### src/design/port_a_override_pkg.sv
// constants and carrier types for the port a pin override block
package port_a_override_pkg;

   localparam int PIN_COUNT        = 8;
   localparam int GROUP1_PIN_COUNT = 4;
   // pin positions within port a
   localparam int PIN_REF          = 0;
   localparam int PIN_CMP_POS      = 1;
   localparam int PIN_CMP_NEG      = 2;
   localparam int PIN_T0           = 3;
   localparam int PIN_CLOCK        = 4;
   localparam int PIN_DATA_OUT     = 5;
   localparam int PIN_DATA_IN      = 6;
   localparam int PIN_CAPTURE      = 7;
   // pull-up enable pattern {direction, output, pull-up disable}
   localparam logic [2:0] PULL_UP_PATTERN = 3'h2;
   // reset values
   localparam logic [7:0] RESET_BYTE  = 8'h00;
   localparam logic [3:0] RESET_NIBBLE = 4'h0;

   // override set for one pin
   typedef struct packed {
      logic pull_up_override_enable;
      logic pull_up_override_value;
      logic direction_override_enable;
      logic direction_override_value;
      logic value_override_enable;
      logic value_override_value;
      logic toggle_override_enable;
      logic input_enable_override_enable;
      logic input_enable_override_value;
   } pin_override_type;

   // port register bits from the cpu side
   typedef struct packed {
      logic [7:0] direction;
      logic [7:0] output_bits;
      logic       pull_up_disable;
   } port_regs_type;

   // peripheral controls feeding the overrides
   typedef struct packed {
      logic       serial_wire_mode_high;
      logic       serial_wire_mode_low;
      logic       serial_start_irq_enable;
      logic       serial_clock_hold;
      logic       serial_clock_toggle_strobe;
      logic       serial_data_hold;
      logic       serial_data_out;
      logic       spi_enable;
      logic       spi_master;
      logic       reference_select_high;
      logic       reference_select_low;
      logic       timer0_compare_b_enable;
      logic       timer0_compare_b_out;
      logic       timer1_compare_a_enable;
      logic       timer1_compare_a_out;
      logic       timer1_compare_b_enable;
      logic       timer1_compare_b_out;
      logic       pin_change_group0_enable;
      logic [7:0] pin_change_mask;
      logic [7:0] analog_input_disable;
   } periph_ctrl_type;

   // resolved state of one pin
   typedef struct packed {
      logic pull_up;
      logic drive_enable;
      logic drive_level;
      logic input_enable;
   } pin_state_type;

endpackage

### src/design/port_a_alternate_function_override.sv
// alternate function override logic for the eight-pin port a
// What this block does
// pull-up follows override when enabled, else input, output one, no global disable.
// value override replaces output bit as driven level when enabled.
// input enable follows override value when enabled, else normal or sleep state.
// external or capacitor reference forces pin zero pull-up and driver off.
// software keeps comparator pins as inputs without pull-ups.
// three-wire mode drives serial data on pin five; output bit keeps pull-up.
// spi master forces pin five to input; slave follows its direction bit.
// spi slave forces pin six to input; master follows its direction bit.
// spi-forced inputs keep pull-up under the pin's output bit.
// software sets pin six input before three-wire data input use.
// timer compare outputs reach pins only with direction bit set; pin five also needs a wire-mode bit, pin six wire-mode high.
// pin seven value override from timer zero compare b; others zero.
// pin seven input path feeds timer one input capture.
// pin six direction override from wire-mode high, hold or output bit.
// pin six value override from wire-mode term or compare a.
// pin five value override from both wire-mode bits or compare b.
// pin four serial clock direction, value and toggle overrides.
// pins four and six input forced on by start irq or pin-change.
// analog input disable turns input off unless another term forces on.
// pins three and four feed timer zero and timer one count inputs.
// port a pins are sources 0-7, port b pins sources 8-11.
// pin seven compare output comes from timer zero compare b.
`timescale 1ns/1ps
module port_a_alternate_function_override
   import port_a_override_pkg::*;
(
   input  wire logic            ref_clk_in,
   input  wire logic            sys_rst_in,
   input  wire logic            clk_en_in,
   input  wire port_regs_type   regs_in,
   input  wire periph_ctrl_type ctrl_in,
   input  wire logic            sleep_in,
   input  wire logic [7:0]      pad_level_in,
   input  wire logic [3:0]      port_b_input_in,
   output logic [7:0]           pin_out_out,
   output logic [7:0]           pin_oe_out,
   output logic [7:0]           pull_up_out,
   output logic [7:0]           input_enable_out,
   output logic [7:0]           pin_change_src0_out,
   output logic [3:0]           pin_change_src1_out,
   output logic                 timer0_count_in_out,
   output logic                 timer1_count_in_out,
   output logic                 timer1_capture_in_out,
   output logic                 three_wire_data_in_out,
   output logic                 three_wire_clock_out
);

   // ------------------------------------------------------------
   // override equations
   // ------------------------------------------------------------
   pin_override_type ovr [PIN_COUNT];
   pin_state_type    state [PIN_COUNT];
   logic             ext_reference;
   logic             pcint_on [PIN_COUNT];
   logic             wm_high_dir6;
   logic             wm_high_dir4;
   logic             wm_both;
   logic [7:0]       next_input;

   function automatic pin_override_type plain_override(input logic pc_on, input logic adc_off);
      pin_override_type o;
      o = '0;
      o.input_enable_override_enable = pc_on | adc_off;
      o.input_enable_override_value  = pc_on;
      return o;
   endfunction

   // start condition keeps the serial pins listening; returns {enable, value}
   function automatic logic [1:0] serial_input_enable(input logic start_on, input logic pc_on, input logic adc_off);
      return {start_on | pc_on | adc_off, start_on | pc_on};
   endfunction

   always_comb
   begin

      ext_reference = ctrl_in.reference_select_low;
      wm_high_dir6  = ctrl_in.serial_wire_mode_high & regs_in.direction[PIN_DATA_IN];
      wm_high_dir4  = ctrl_in.serial_wire_mode_high & regs_in.direction[PIN_CLOCK];
      wm_both       = ctrl_in.serial_wire_mode_high & ctrl_in.serial_wire_mode_low;
      for (int i = 0; i < PIN_COUNT; i++)
      begin
         pcint_on[i] = ctrl_in.pin_change_mask[i] & ctrl_in.pin_change_group0_enable;

         ovr[i] = plain_override(pcint_on[i], ctrl_in.analog_input_disable[i]);
      end

      // ------------------------------------------------------------
      // reference pin
      // ------------------------------------------------------------

      ovr[PIN_REF].pull_up_override_enable   = ext_reference;
      ovr[PIN_REF].direction_override_enable = ext_reference;
      ovr[PIN_REF].value_override_enable     = ext_reference;

      // ------------------------------------------------------------
      // serial clock pin
      // ------------------------------------------------------------

      ovr[PIN_CLOCK].direction_override_enable = ctrl_in.serial_wire_mode_high;
      ovr[PIN_CLOCK].direction_override_value  = (ctrl_in.serial_clock_hold | regs_in.output_bits[PIN_CLOCK])
                                                 & regs_in.direction[PIN_CLOCK];
      ovr[PIN_CLOCK].value_override_enable     = wm_high_dir4;
      ovr[PIN_CLOCK].value_override_value      = 1'h0;
      ovr[PIN_CLOCK].toggle_override_enable    = ctrl_in.serial_clock_toggle_strobe;

      {ovr[PIN_CLOCK].input_enable_override_enable, ovr[PIN_CLOCK].input_enable_override_value}
         = serial_input_enable(ctrl_in.serial_start_irq_enable, pcint_on[PIN_CLOCK],
                               ctrl_in.analog_input_disable[PIN_CLOCK]);

      // ------------------------------------------------------------
      // serial data out pin
      // ------------------------------------------------------------

      ovr[PIN_DATA_OUT].value_override_enable = wm_both | ctrl_in.timer1_compare_b_enable;
      ovr[PIN_DATA_OUT].value_override_value  = (wm_both & ctrl_in.serial_data_out)
         | ((ctrl_in.serial_wire_mode_high | ctrl_in.serial_wire_mode_low) & ctrl_in.timer1_compare_b_out);

      ovr[PIN_DATA_OUT].direction_override_enable = ctrl_in.spi_enable & ctrl_in.spi_master;
      ovr[PIN_DATA_OUT].direction_override_value  = 1'h0;

      // ------------------------------------------------------------
      // serial data in pin
      // ------------------------------------------------------------

      ovr[PIN_DATA_IN].direction_override_enable = ctrl_in.serial_wire_mode_high;
      ovr[PIN_DATA_IN].direction_override_value  = (ctrl_in.serial_data_hold | regs_in.output_bits[PIN_DATA_IN])
                                                   & regs_in.direction[PIN_DATA_IN];

      if (ctrl_in.spi_enable & !ctrl_in.spi_master)
      begin
         ovr[PIN_DATA_IN].direction_override_enable = 1'h1;
         ovr[PIN_DATA_IN].direction_override_value  = 1'h0;
      end

      ovr[PIN_DATA_IN].value_override_enable = wm_high_dir6 | ctrl_in.timer1_compare_a_enable;
      ovr[PIN_DATA_IN].value_override_value  = wm_high_dir6 & ctrl_in.timer1_compare_a_out;

      {ovr[PIN_DATA_IN].input_enable_override_enable, ovr[PIN_DATA_IN].input_enable_override_value}
         = serial_input_enable(ctrl_in.serial_start_irq_enable, pcint_on[PIN_DATA_IN],
                               ctrl_in.analog_input_disable[PIN_DATA_IN]);

      // ------------------------------------------------------------
      // capture pin
      // ------------------------------------------------------------

      ovr[PIN_CAPTURE].value_override_enable = ctrl_in.timer0_compare_b_enable;
      ovr[PIN_CAPTURE].value_override_value  = ctrl_in.timer0_compare_b_out;
   end

   // ------------------------------------------------------------
   // per-pin resolution
   // ------------------------------------------------------------
   genvar g;
   generate
      for (g = 0; g < PIN_COUNT; g++)
      begin : gen_pin
         pin_override_cell u_cell (
            .direction_in       (regs_in.direction[g]),
            .output_bit_in      (regs_in.output_bits[g]),
            .pull_up_disable_in (regs_in.pull_up_disable),
            .sleep_in           (sleep_in),
            .ovr_in             (ovr[g]),
            .state_out          (state[g])
         );
         assign next_input[g] = pad_level_in[g] & state[g].input_enable;
      end
   endgenerate

   // ------------------------------------------------------------
   // pad control registers
   // ------------------------------------------------------------
   always_ff @(posedge ref_clk_in)
   begin
      if (sys_rst_in)
      begin
         pin_out_out      <= RESET_BYTE;
         pin_oe_out       <= RESET_BYTE;
         pull_up_out      <= RESET_BYTE;
         input_enable_out <= RESET_BYTE;
      end
      else if (clk_en_in)
      begin
         for (int i = 0; i < PIN_COUNT; i++)
         begin
            pin_out_out[i]      <= state[i].drive_level;
            pin_oe_out[i]       <= state[i].drive_enable;
            pull_up_out[i]      <= state[i].pull_up;
            input_enable_out[i] <= state[i].input_enable;
         end
      end
   end

   // ------------------------------------------------------------
   // digital input distribution
   // ------------------------------------------------------------
   always_ff @(posedge ref_clk_in)
   begin
      if (sys_rst_in)
      begin
         pin_change_src0_out    <= RESET_BYTE;
         pin_change_src1_out    <= RESET_NIBBLE;
         timer0_count_in_out    <= 1'h0;
         timer1_count_in_out    <= 1'h0;
         timer1_capture_in_out  <= 1'h0;
         three_wire_data_in_out <= 1'h0;
         three_wire_clock_out   <= 1'h0;
      end
      else if (clk_en_in)
      begin
         pin_change_src0_out    <= next_input;
         pin_change_src1_out    <= port_b_input_in;
         timer0_count_in_out    <= next_input[PIN_T0];
         timer1_count_in_out    <= next_input[PIN_CLOCK];
         timer1_capture_in_out  <= next_input[PIN_CAPTURE];
         three_wire_data_in_out <= next_input[PIN_DATA_IN];
         three_wire_clock_out   <= next_input[PIN_CLOCK];
      end
   end

endmodule

### src/design/pin_override_cell.sv
// generic override resolution for one port pin
`timescale 1ns/1ps
module pin_override_cell
   import port_a_override_pkg::*;
(
   input  wire logic             direction_in,
   input  wire logic             output_bit_in,
   input  wire logic             pull_up_disable_in,
   input  wire logic             sleep_in,
   input  wire pin_override_type ovr_in,
   output pin_state_type         state_out
);

   always_comb
   begin

      if (ovr_in.pull_up_override_enable)
      begin
         state_out.pull_up = ovr_in.pull_up_override_value;
      end
      else
      begin
         state_out.pull_up = ({direction_in, output_bit_in, pull_up_disable_in} == PULL_UP_PATTERN);
      end
      state_out.drive_enable = ovr_in.direction_override_enable ? ovr_in.direction_override_value
                                                                : direction_in;

      if (ovr_in.value_override_enable)
      begin
         state_out.drive_level = ovr_in.value_override_value;
      end
      else
      begin
         state_out.drive_level = output_bit_in ^ ovr_in.toggle_override_enable;
      end

      state_out.input_enable = ovr_in.input_enable_override_enable ? ovr_in.input_enable_override_value
                                                                   : !sleep_in;
   end

endmodule

### config.mk
export PLATFORM = sky130hd
export DESIGN_NAME = port_a_alternate_function_override
export DESIGN_NICKNAME = d
export VERILOG_FILES = /design/src/design/port_a_override_pkg.sv /design/src/design/port_a_alternate_function_override.sv /design/src/design/pin_override_cell.sv
export SDC_FILE = /design/constraint.sdc
export NUM_CORES = 1
export LEC_CHECK = 0
export BUFFER_PORTS_ARGS = -buffer_cell sky130_fd_sc_hd__buf_4
export CAP_MARGIN = 0
export CORE_MARGIN = 2
export CORE_UTILIZATION = 40
export CTS_CLUSTER_DIAMETER = 60
export DETAILED_ROUTE_END_ITERATION = 6
export PLACE_DENSITY_LB_ADDON = 0.1
export SLEW_MARGIN = 20
export SYNTH_ARGS = -nofsm -noshare
export SYNTH_HDL_FRONTEND = slang
export SYNTH_SLANG_ARGS = --single-unit
### constraint.sdc
create_clock -name ref_clk_in -period 2.77 [get_ports ref_clk_in]
set_clock_uncertainty 0.15 [all_clocks]
set_input_delay 0.1385 -clock ref_clk_in [delete_from_list [all_inputs] [get_ports ref_clk_in]]
set_output_delay 0.1385 -clock ref_clk_in [all_outputs]
set_load 0.01 [all_outputs]
Word-level counts from Yosys, hierarchy flattened
Cells that the tools add are included.
{"block": "op_classes", "eq_ne": 8, "n_mux": 19, "bitwise": 43, "n_reduce_logical": 2}
{"op": "$and A1 B1 Y1", "count": 26}
{"op": "$eq A3 B2 Y1 const B", "count": 8}
{"op": "$mux W1", "count": 18}
{"op": "$or A1 B1 Y1", "count": 16}
{"op": "$logic_not A1 Y1", "count": 2}
{"op": "$mux W2", "count": 1}
{"op": "$xor A1 B1 Y1", "count": 1}
{"block": "totals", "regBits": 48, "input_bits": 67, "output_inout_bits": 49, "word_cells": 82}

Longest topological paths before layout
Gate-level depths: netlist (run 1).
{"block": "depth", "word_depth": 5, "depth_mapped": 4}

Modules after synthesis
Synthesis (run 1) repeated with hierarchy kept, for this count alone.
{"block": "unflattened", "hier_cells": 257, "hier_area_um2": 2376.0}
{"mod": "port_a_alternate_function_override", "instances": 1, "cells_per_inst": 185, "area_each_um2": 1845.5}
{"mod": "pin_override_cell", "instances": 8, "cells_per_inst": 9, "area_each_um2": 66.3}

Worst setup path after synthesis (run 1)
No wires, ideal clock.
{"block": "synth_timing", "path_kind": "input -> register", "start": "in ctrl_in[33] in the netlist's numbering", "end": "reg pin_oe_out[6]", "setup_ps": 131, "arrival_time_ps": 735, "required_ps": 2489, "slack_ps": 1755, "stages": 4, "path_buffers": 1, "path_cell_list": "buf_6 -> or3b_1 -> o2111ai_2 -> a21oi_2"}
{"block": "synth_via", "elab_chain_len": 2}
{"item": "start, declared", "line": "port_a_alternate_function_override.sv:33", "text": "input wire periph_ctrl_type ctrl_in,"}
{"item": "$mux W2", "line": "port_a_alternate_function_override.sv:131", "text": "if (ctrl_in.spi_enable & !ctrl_in.spi_master)"}
{"item": "$mux W1", "line": "pin_override_cell.sv:25", "text": "state_out.drive_enable = ovr_in.direction_override_enable ? ovr_in.direction_override_value"}
{"item": "end signal, assigned by index", "line": "port_a_alternate_function_override.sv:188", "text": "pin_oe_out[i] <= state[i].drive_enable;"}
{"item": "end, declared", "line": "port_a_alternate_function_override.sv:38", "text": "output logic [7:0] pin_oe_out,"}
Every way passes these cells.
A chain may end at the register's enable or synchronous reset.

Worst setup path after layout (run 1)
{"block": "layout_timing", "start": "in regs_in[15] in the netlist's numbering", "end": "reg pin_out_out[6]"}
{"block": "layout_via", "elab_chain_len": 3}
{"item": "start, declared", "line": "port_a_alternate_function_override.sv:32", "text": "input wire port_regs_type regs_in,"}
{"item": "$and A1 B1 Y1 (*)", "line": "port_a_alternate_function_override.sv:79", "text": "wm_high_dir6 = ctrl_in.serial_wire_mode_high & regs_in.direction[PIN_DATA_IN];"}
{"item": "$and A1 B1 Y1 / $or A1 B1 Y1 (equally long branches)", "line": "port_a_alternate_function_override.sv:138, port_a_alternate_function_override.sv:137"}
{"item": "$mux W1 (*)", "line": "pin_override_cell.sv:28", "text": "if (ovr_in.value_override_enable)"}
{"item": "end signal, assigned by index", "line": "port_a_alternate_function_override.sv:187", "text": "pin_out_out[i] <= state[i].drive_level;"}
{"item": "end, declared", "line": "port_a_alternate_function_override.sv:37", "text": "output logic [7:0] pin_out_out,"}
Every way passes the cells marked *; elsewhere a longest branch is shown, timed or not.

==> run_results.csv, run 1 <==
group,metric,value,unit
status,status,"finished clean",
floorplan,die-area,5350,um^2
floorplan,start_util,0.410,
detailed_routing,final_antenna_net_count,0,
setup_path,startpoint,"regs_in[15]",
grt,use_met2,0.342,
grt,grt_pass1_vias,1777,
power_and_ir_drop,ir_drop,0.396,mV
grt,overflow,0,
detailed_routing,wl_per_cell,13.1,um
timing,slew_headroom,0.518,
clock_tree,postCtsSetupRepairBufs,0,
logic_synthesis,synth-simple-area-share,0.196,
logic_synthesis,synth_compound_area_frac,0.128,
setup_path,cp.arrival,1.87,ns
placed_design,dp.cells,351,
setup_path,path_cells,"dlygate4sd3_1, buf_4, nand2_1, nand3b_1, a311oi_1, dlygate4sd3_1",
logic_synthesis,synth_area_leaders,"dfxtp_1, mux2i_1, nor2_1, nand2b_1, a21oi_1",
grt,grt_util_all_layers,0.193,
setup_path,cp.required,2.85,ns
floorplan,num_io_pins,116,
timing,fin_crit,1.79,ns
setup_path,r2r-start,"pin_out_out[6]$_SDFFE_PP0P_",
placed_design,place_area,2710,um^2
detailed_routing,drc,0,
clock_tree,cts_htree_levels,2,
setup_path,crit_slowest_cell,"dlygate4sd3_1",
clock_tree,clk_pin_slew,0.08,ns
logic_synthesis,synth_adder_area_share,0,
final_layout,num_antenna_cells,0,
timing,hold_viol,0,
placed_design,port_buffers,114,
logic_synthesis,syn_nets,271,
detailed_routing,vias,1854,
setup_path,crit_top_cell,"dlygate4sd3_1",
placed_design,place.gp.congestion,0.757,
detailed_routing,drt_wl_total,5.08,mm
final_layout,syn_to_final_growth,62.7,%
timing,worst_pin_slew,0.723,ns
grt,grt.busiest_layer,"met2",
min_path,hold_path.startpoint,"regs_in[13]",
final_layout,final_nets,401,
logic_synthesis,netlist_area,1910,um^2
logic_synthesis,synth-seq-cells,44,
grt,met1_usage,0.216,
grt,use_met3,0.0608,
timing,tns,0,ns
logic_synthesis,yosys.area_share.xor_xnor,0.00458,
final_layout,final_common_cell,"buf_4",
logic_synthesis,ys_warn_count,0,
clock_tree,cts-buffers-inserted,5,
logic_synthesis,synthDistinctLibCells,29,
floorplan,die_w,73.2,um
placed_design,hpwlAfterDp,3.32,mm
floorplan,fp-row-count,25,
timing,setup_violations,0,
timing,drv_slew,0,
grt,grt_first_pass_wirelength,8.05,mm
setup_path,critical_path_buf_inv_count,3,
floorplan,die_h,73.2,um
final_layout,mostFrequentLayoutCells,"buf_4, dfxtp_1, nor2_1",
setup_path,end_kind,"flip-flop",
clock_tree,root_buffer,"clkbuf_8",
timing,min_period_over_period,0.648,
logic_synthesis,ys_seq_area_frac,0.460,
final_layout,stdcell_area,3110,um^2
final_layout,final_util,0.668,
setup_path,cp_top_family,"buffers and inverters",
setup_path,startpoint_type,"primary input",
floorplan,fp.coreArea,4660,um^2
min_path,hold_path_class,"in -> reg",
detailed_routing,viasPerCell,4.77,
clock_tree,worstSkewPairLatency,0.29,ns
setup_path,worstSetupPathType,"in -> reg",
final_layout,layout-drive-gt1-share,0.367,
final_layout,fillers,404,
logic_synthesis,yosysTopAreaCellShare,0.460,
clock_tree,clock-sinks,44,
logic_synthesis,postSynthCellCount,204,
setup_path,worst_path_largest_cell_delay,0.61,ns
timing,rsz0062_at_grt,"no",
setup_path,cp_max_fo,4,
detailed_routing,drt_iter0_drc,32,
logic_synthesis,synth_top_cell_by_area,"dfxtp_1",
power_and_ir_drop,power_leakage,1.46,nW
logic_synthesis,avgSynthCellArea,9.38,um^2
timing,fmax,0.557,GHz
grt,grt_start_max_net_pins,64,
clock_tree,cts_buffer_depth,2,
clock_tree,cts_tree,"done",
detailed_routing,drtPass1Iterations,4,
logic_synthesis,synth_top_family_by_area,"simple AND/OR/NAND/NOR gates",
logic_synthesis,synth_mux_area_frac,0.136,
power_and_ir_drop,powerDensity,467,nW/um^2
grt,grt_antenna_before_repair,0,
final_layout,layoutNonFillerInstCount,389,
job,drv_cap,0,
worst register-to-register path, stage by stage, from the launching register on:
cell	delay (ns)
dfxtp_1	0.36
nor2_1	0.05
a311oi_1	0.31
dlygate4sd3_1	0.61
where the power goes:
| part | switching, mW | total (mW) | internal (mW) |
|---|---|---|---|
| Clock | 0.212 | 0.479 | 0.268 |
| Combinational | 0.118 | 0.291 | 0.173 |
| Sequential | 0.0173 | 0.682 | 0.665 |
path summary, 6_finish.rpt:
check	end	slack (ns)	cells after the start
worst max-delay path	pin_out_out[6]$_SDFFE_PP0P_	0.98	6
worst min register to register	pin_change_src0_out[2]$_SDFFE_PP0P_	0.32	2
worst min-delay path	pin_oe_out[4]$_SDFFE_PP0P_	0.02	3
worst max register to register	pin_out_out[6]$_SDFFE_PP0P_	1.24	3
cell families after synthesis:
logic type / Yosys count
flops: 44
mux: 26
xor+xnor: 1
buf+inv: 24
simple gates: 74
compound gates: 35
Yosys cell counts:
library cell / number
clkbuf_1: 6
buf_4: 9
nand3b_1: 3
nor4b_1: 1
a21oi_1: 14
a21o_1: 2
buf_6: 2
or3b_1: 1
dfxtp_1: 44
inv_1: 3
nand3_1: 9
nor3b_1: 8
xor2_1: 1
a211oi_1: 4
a311oi_1: 1
o311ai_0: 1
mux2i_1: 26
o21ai_0: 1
nand2b_1: 14
nand2_1: 3
o211ai_1: 2
buf_1: 1
a21oi_2: 1
a31oi_1: 1
nor2_1: 35
o2111ai_2: 1
buf_2: 3
o2bb2ai_1: 6
a41o_1: 1
flip-flops by register name (all words and copies together) (netlist names):
| register | count |
|---|---|
| pin_change_src1_out | 4 |
| pin_change_src0_out | 8 |
| input_enable_out | 8 |
| pin_out_out | 8 |
| pin_oe_out | 8 |
| pull_up_out | 8 |
metal layers:
metal / routed length, um / up-vias / share of wire
li1: - / 956 / -
met5: 0 / - / 0
met2: 2520 / 64 / 0.50
met3: 391 / 8 / 0.077
met4: 67 / 0 / 0.013
met1: 2100 / 826 / 0.41
timing repair:
item / in CTS / in global routing
hold endpoints to repair: 25 / 0
setup endpoints to repair: 0 / 0
hold buffers: 30 / 0
resized for setup: 0 / 0
layout make-up:
cell class	count	area (um^2)	share of cell area
repair buffers	144	1160	0.371
clock buffers	6	72.6	0.0233
well taps	54	67.6	0.0217
clock inverters	2	35.0	0.0113
inverters	3	11.3	0.00362
flip-flops and latches	44	881	0.283
multi-input cells	136	890	0.286
stage by stage:
step	setup WS (ns)	power, mW	hold WS, ns
after CTS	1.10	1.47	0.00585
after detailed placement	1.36	0.955	0.237
after floorplan	1.75	0.820	0.136
after global placement	1.36	0.951	0.222
after global routing	0.956	1.53	0.0413
final	0.975	1.45	0.0165
Note: power is estimated with default switching activity, not from simulation.
==> inputs of run 2 (changes only) <==
--- a/config.mk
+++ b/config.mk
@@ -8,7 +8,7 @@
 export BUFFER_PORTS_ARGS = -buffer_cell sky130_fd_sc_hd__buf_4
 export CAP_MARGIN = 0
 export CORE_MARGIN = 2
-export CORE_UTILIZATION = 40
+export CORE_UTILIZATION = 39
 export CTS_CLUSTER_DIAMETER = 60
 export DETAILED_ROUTE_END_ITERATION = 6
 export PLACE_DENSITY_LB_ADDON = 0.1
==> constraint.sdc (replaced) <==
create_clock -name ref_clk_in -period 1.65 [get_ports ref_clk_in]
set_clock_uncertainty 0.15 [all_clocks]
set_input_delay 0.0825 -clock ref_clk_in [delete_from_list [all_inputs] [get_ports ref_clk_in]]
set_output_delay 0.0825 -clock ref_clk_in [all_outputs]
set_load 0.01 [all_outputs]
==> run 2 against run 1 <==
Net effect:
- the run now ends with negative hold slack left
- power up 57%
- sequential power up 67%
- combinational power grew 78%
- sequential share of layout area down 1.0 points
- wire length up 6.0%
- non-clock buffer count up 13
- count of clock-buffer cells in the layout stayed put
- hold slack got worse by 0.048 ns
- critical path depth down 1
- design area grew 3.8%
- clock power up 30%
- largest cell class unchanged
- largest power group unchanged
==> run_results.csv, run 2 (synthesis results as in run 1) <==
group,metric,value,unit
timing,tns,0,ns
timing,fmax,0.665,GHz
detailed_routing,drc,0,
placed_design,hpwlAfterDp,3.56,mm
status,violations,"negative hold slack",
detailed_routing,drt-met1-wl,2.24,mm
grt,grt_first_pass_wirelength,8.45,mm
clock_tree,cts_tree,"done",
grt,grt_start_max_net_pins,33,
final_layout,mostFrequentLayoutCells,"buf_4, dfxtp_1, dlygate4sd3_1",
setup_path,crit_slowest_cell,"dlygate4sd3_1",
timing,setup_violations,0,
final_layout,final_nets,414,
timing,hold_viol,2,
floorplan,start_util,0.405,
final_layout,layout-drive-gt1-share,0.363,
final_layout,final_common_cell,"buf_4",
clock_tree,clk_pin_slew,0.08,ns
setup_path,startpoint_type,"primary input",
timing,slew_headroom,0.772,
power_and_ir_drop,ir_drop,0.492,mV
grt,grt_pass1_vias,1926,
setup_path,critical_path_buf_inv_count,3,
timing,fin_crit,1.50,ns
detailed_routing,route.met3.wl,346,um
floorplan,num_io_pins,116,
setup_path,worstSetupPathType,"in -> reg",
setup_path,cp.required,1.73,ns
grt,grt_util_all_layers,0.197,
min_path,hold_path_class,"in -> reg",
detailed_routing,drt_wl_total,5.39,mm
detailed_routing,top_layer,"met4",
power_and_ir_drop,powerDensity,708,nW/um^2
floorplan,die_h,74.0,um
setup_path,crit_top_cell,"dlygate4sd3_1",
setup_path,worst_path_largest_cell_delay,0.56,ns
power_and_ir_drop,totalPowerFinal,2.29,mW
floorplan,fp.coreArea,4720,um^2
timing,rsz0062_at_grt,"no",
clock_tree,cts_buffer_depth,2,
detailed_routing,vias,1927,
job,drv_cap,0,
final_layout,num_antenna_cells,0,
detailed_routing,wl_per_cell,13.0,um
clock_tree,worstSkewPairLatency,0.28,ns
timing,min_period_over_period,0.912,
placed_design,place.gp.congestion,0.720,
grt,grt_antenna_before_repair,0,
detailed_routing,drt_iter0_drc,77,
floorplan,die_w,74.0,um
setup_path,cp_top_family,"buffers and inverters",
timing,drv_slew,0,
setup_path,cp_max_fo,3,
final_layout,syn_to_final_growth,68.9,%
timing,worst_pin_slew,0.337,ns
detailed_routing,final_antenna_net_count,0,
power_and_ir_drop,power_leakage,1.50,nW
grt,overflow,0,
setup_path,path_cells,"dlygate4sd3_1, buf_4, nand3b_1, dlygate4sd3_1, a21oi_1",
clock_tree,clock-sinks,44,
floorplan,fp-row-count,25,
setup_path,cp.arrival,1.58,ns
status,status,"complete, but fails checks",
detailed_routing,wl_met2,2.72,mm
timing,fin_hold_ws,-0.0318,ns
setup_path,r2r_setup_slack,0.75,ns
detailed_routing,viasPerCell,4.65,
clock_tree,cts_htree_levels,2,
clock_tree,root_buffer,"clkbuf_8",
clock_tree,cts-buffers-inserted,5,
setup_path,end_kind,"flip-flop",
floorplan,die-area,5480,um^2
detailed_routing,drtPass1Iterations,4,
placed_design,port_buffers,114,
run 2: worst reg2reg max path, delay by kind of cell, from the launching register on:
kind	cells	cell delay [ns]
simple gates	1	0.13
compound gates	1	0.20
flops	1	0.31
run 2: area by class of cell:
| type | count | area, um^2 |
|---|---|---|
| clock buffers | 6 | 72.6 |
| well taps | 67 | 83.8 |
| repair buffers | 157 | 1290 |
| fillers | 394 | 1490 |
| multi-input cells | 136 | 890 |
| flip-flops and latches | 44 | 881 |
| clock inverters | 1 | 5.00 |
| inverters | 3 | 11.3 |
run 2: what timing repair did:
item | in CTS | in global routing
gates resized for setup | 0 | 0
setup endpoints to repair | 0 | 2
hold buffers | 39 | 2
endpoints found under the hold margin | 35 | 1
setup buffers | 0 | 0
run 2: worst paths after layout:
| check | cells past startpoint | endpoint | from |
|---|---|---|---|
| worst max-delay path | 5 | pin_out_out[0]$_SDFFE_PP0P_ | ctrl_in[23] |
| worst min-delay path | 4 | pin_out_out[4]$_SDFFE_PP0P_ | regs_in[5] |
| worst max register to register | 2 | pin_out_out[5]$_SDFFE_PP0P_ | pin_out_out[5]$_SDFFE_PP0P_ |
| worst min register to register | 2 | pin_change_src0_out[2]$_SDFFE_PP0P_ | pin_change_src0_out[2]$_SDFFE_PP0P_ |
run 2: through the flow:
stage	instances	setup WS, ns	utilization	hold slack [ns]	area [um^2]
floorplan	204	0.691	-	0.0797	1910
detailed placement	368	0.552	0.585	0.182	2760
global route	414	0.102	0.684	0.00127	3230
CTS	414	0.0262	0.684	0.00350	3230
global placement	368	0.561	0.585	0.168	2760
finish	414	0.145	0.684	-0.0318	3230
run 2: per-layer routing:
layer  global-route usage  vias to the layer above
met3               0.0474                        9
met2                0.357                       68
met5                    0                        -
met4               0.0687                        0
li1                     -                      982
met1                0.227                      868
run 2: where the power goes:
part / switching [mW] / total (mW) / internal [mW]
Sequential: 0.0285 / 1.14 / 1.12
Combinational: 0.207 / 0.518 / 0.311
Clock: 0.337 / 0.625 / 0.288
Total: 0.572 / 2.29 / 1.71
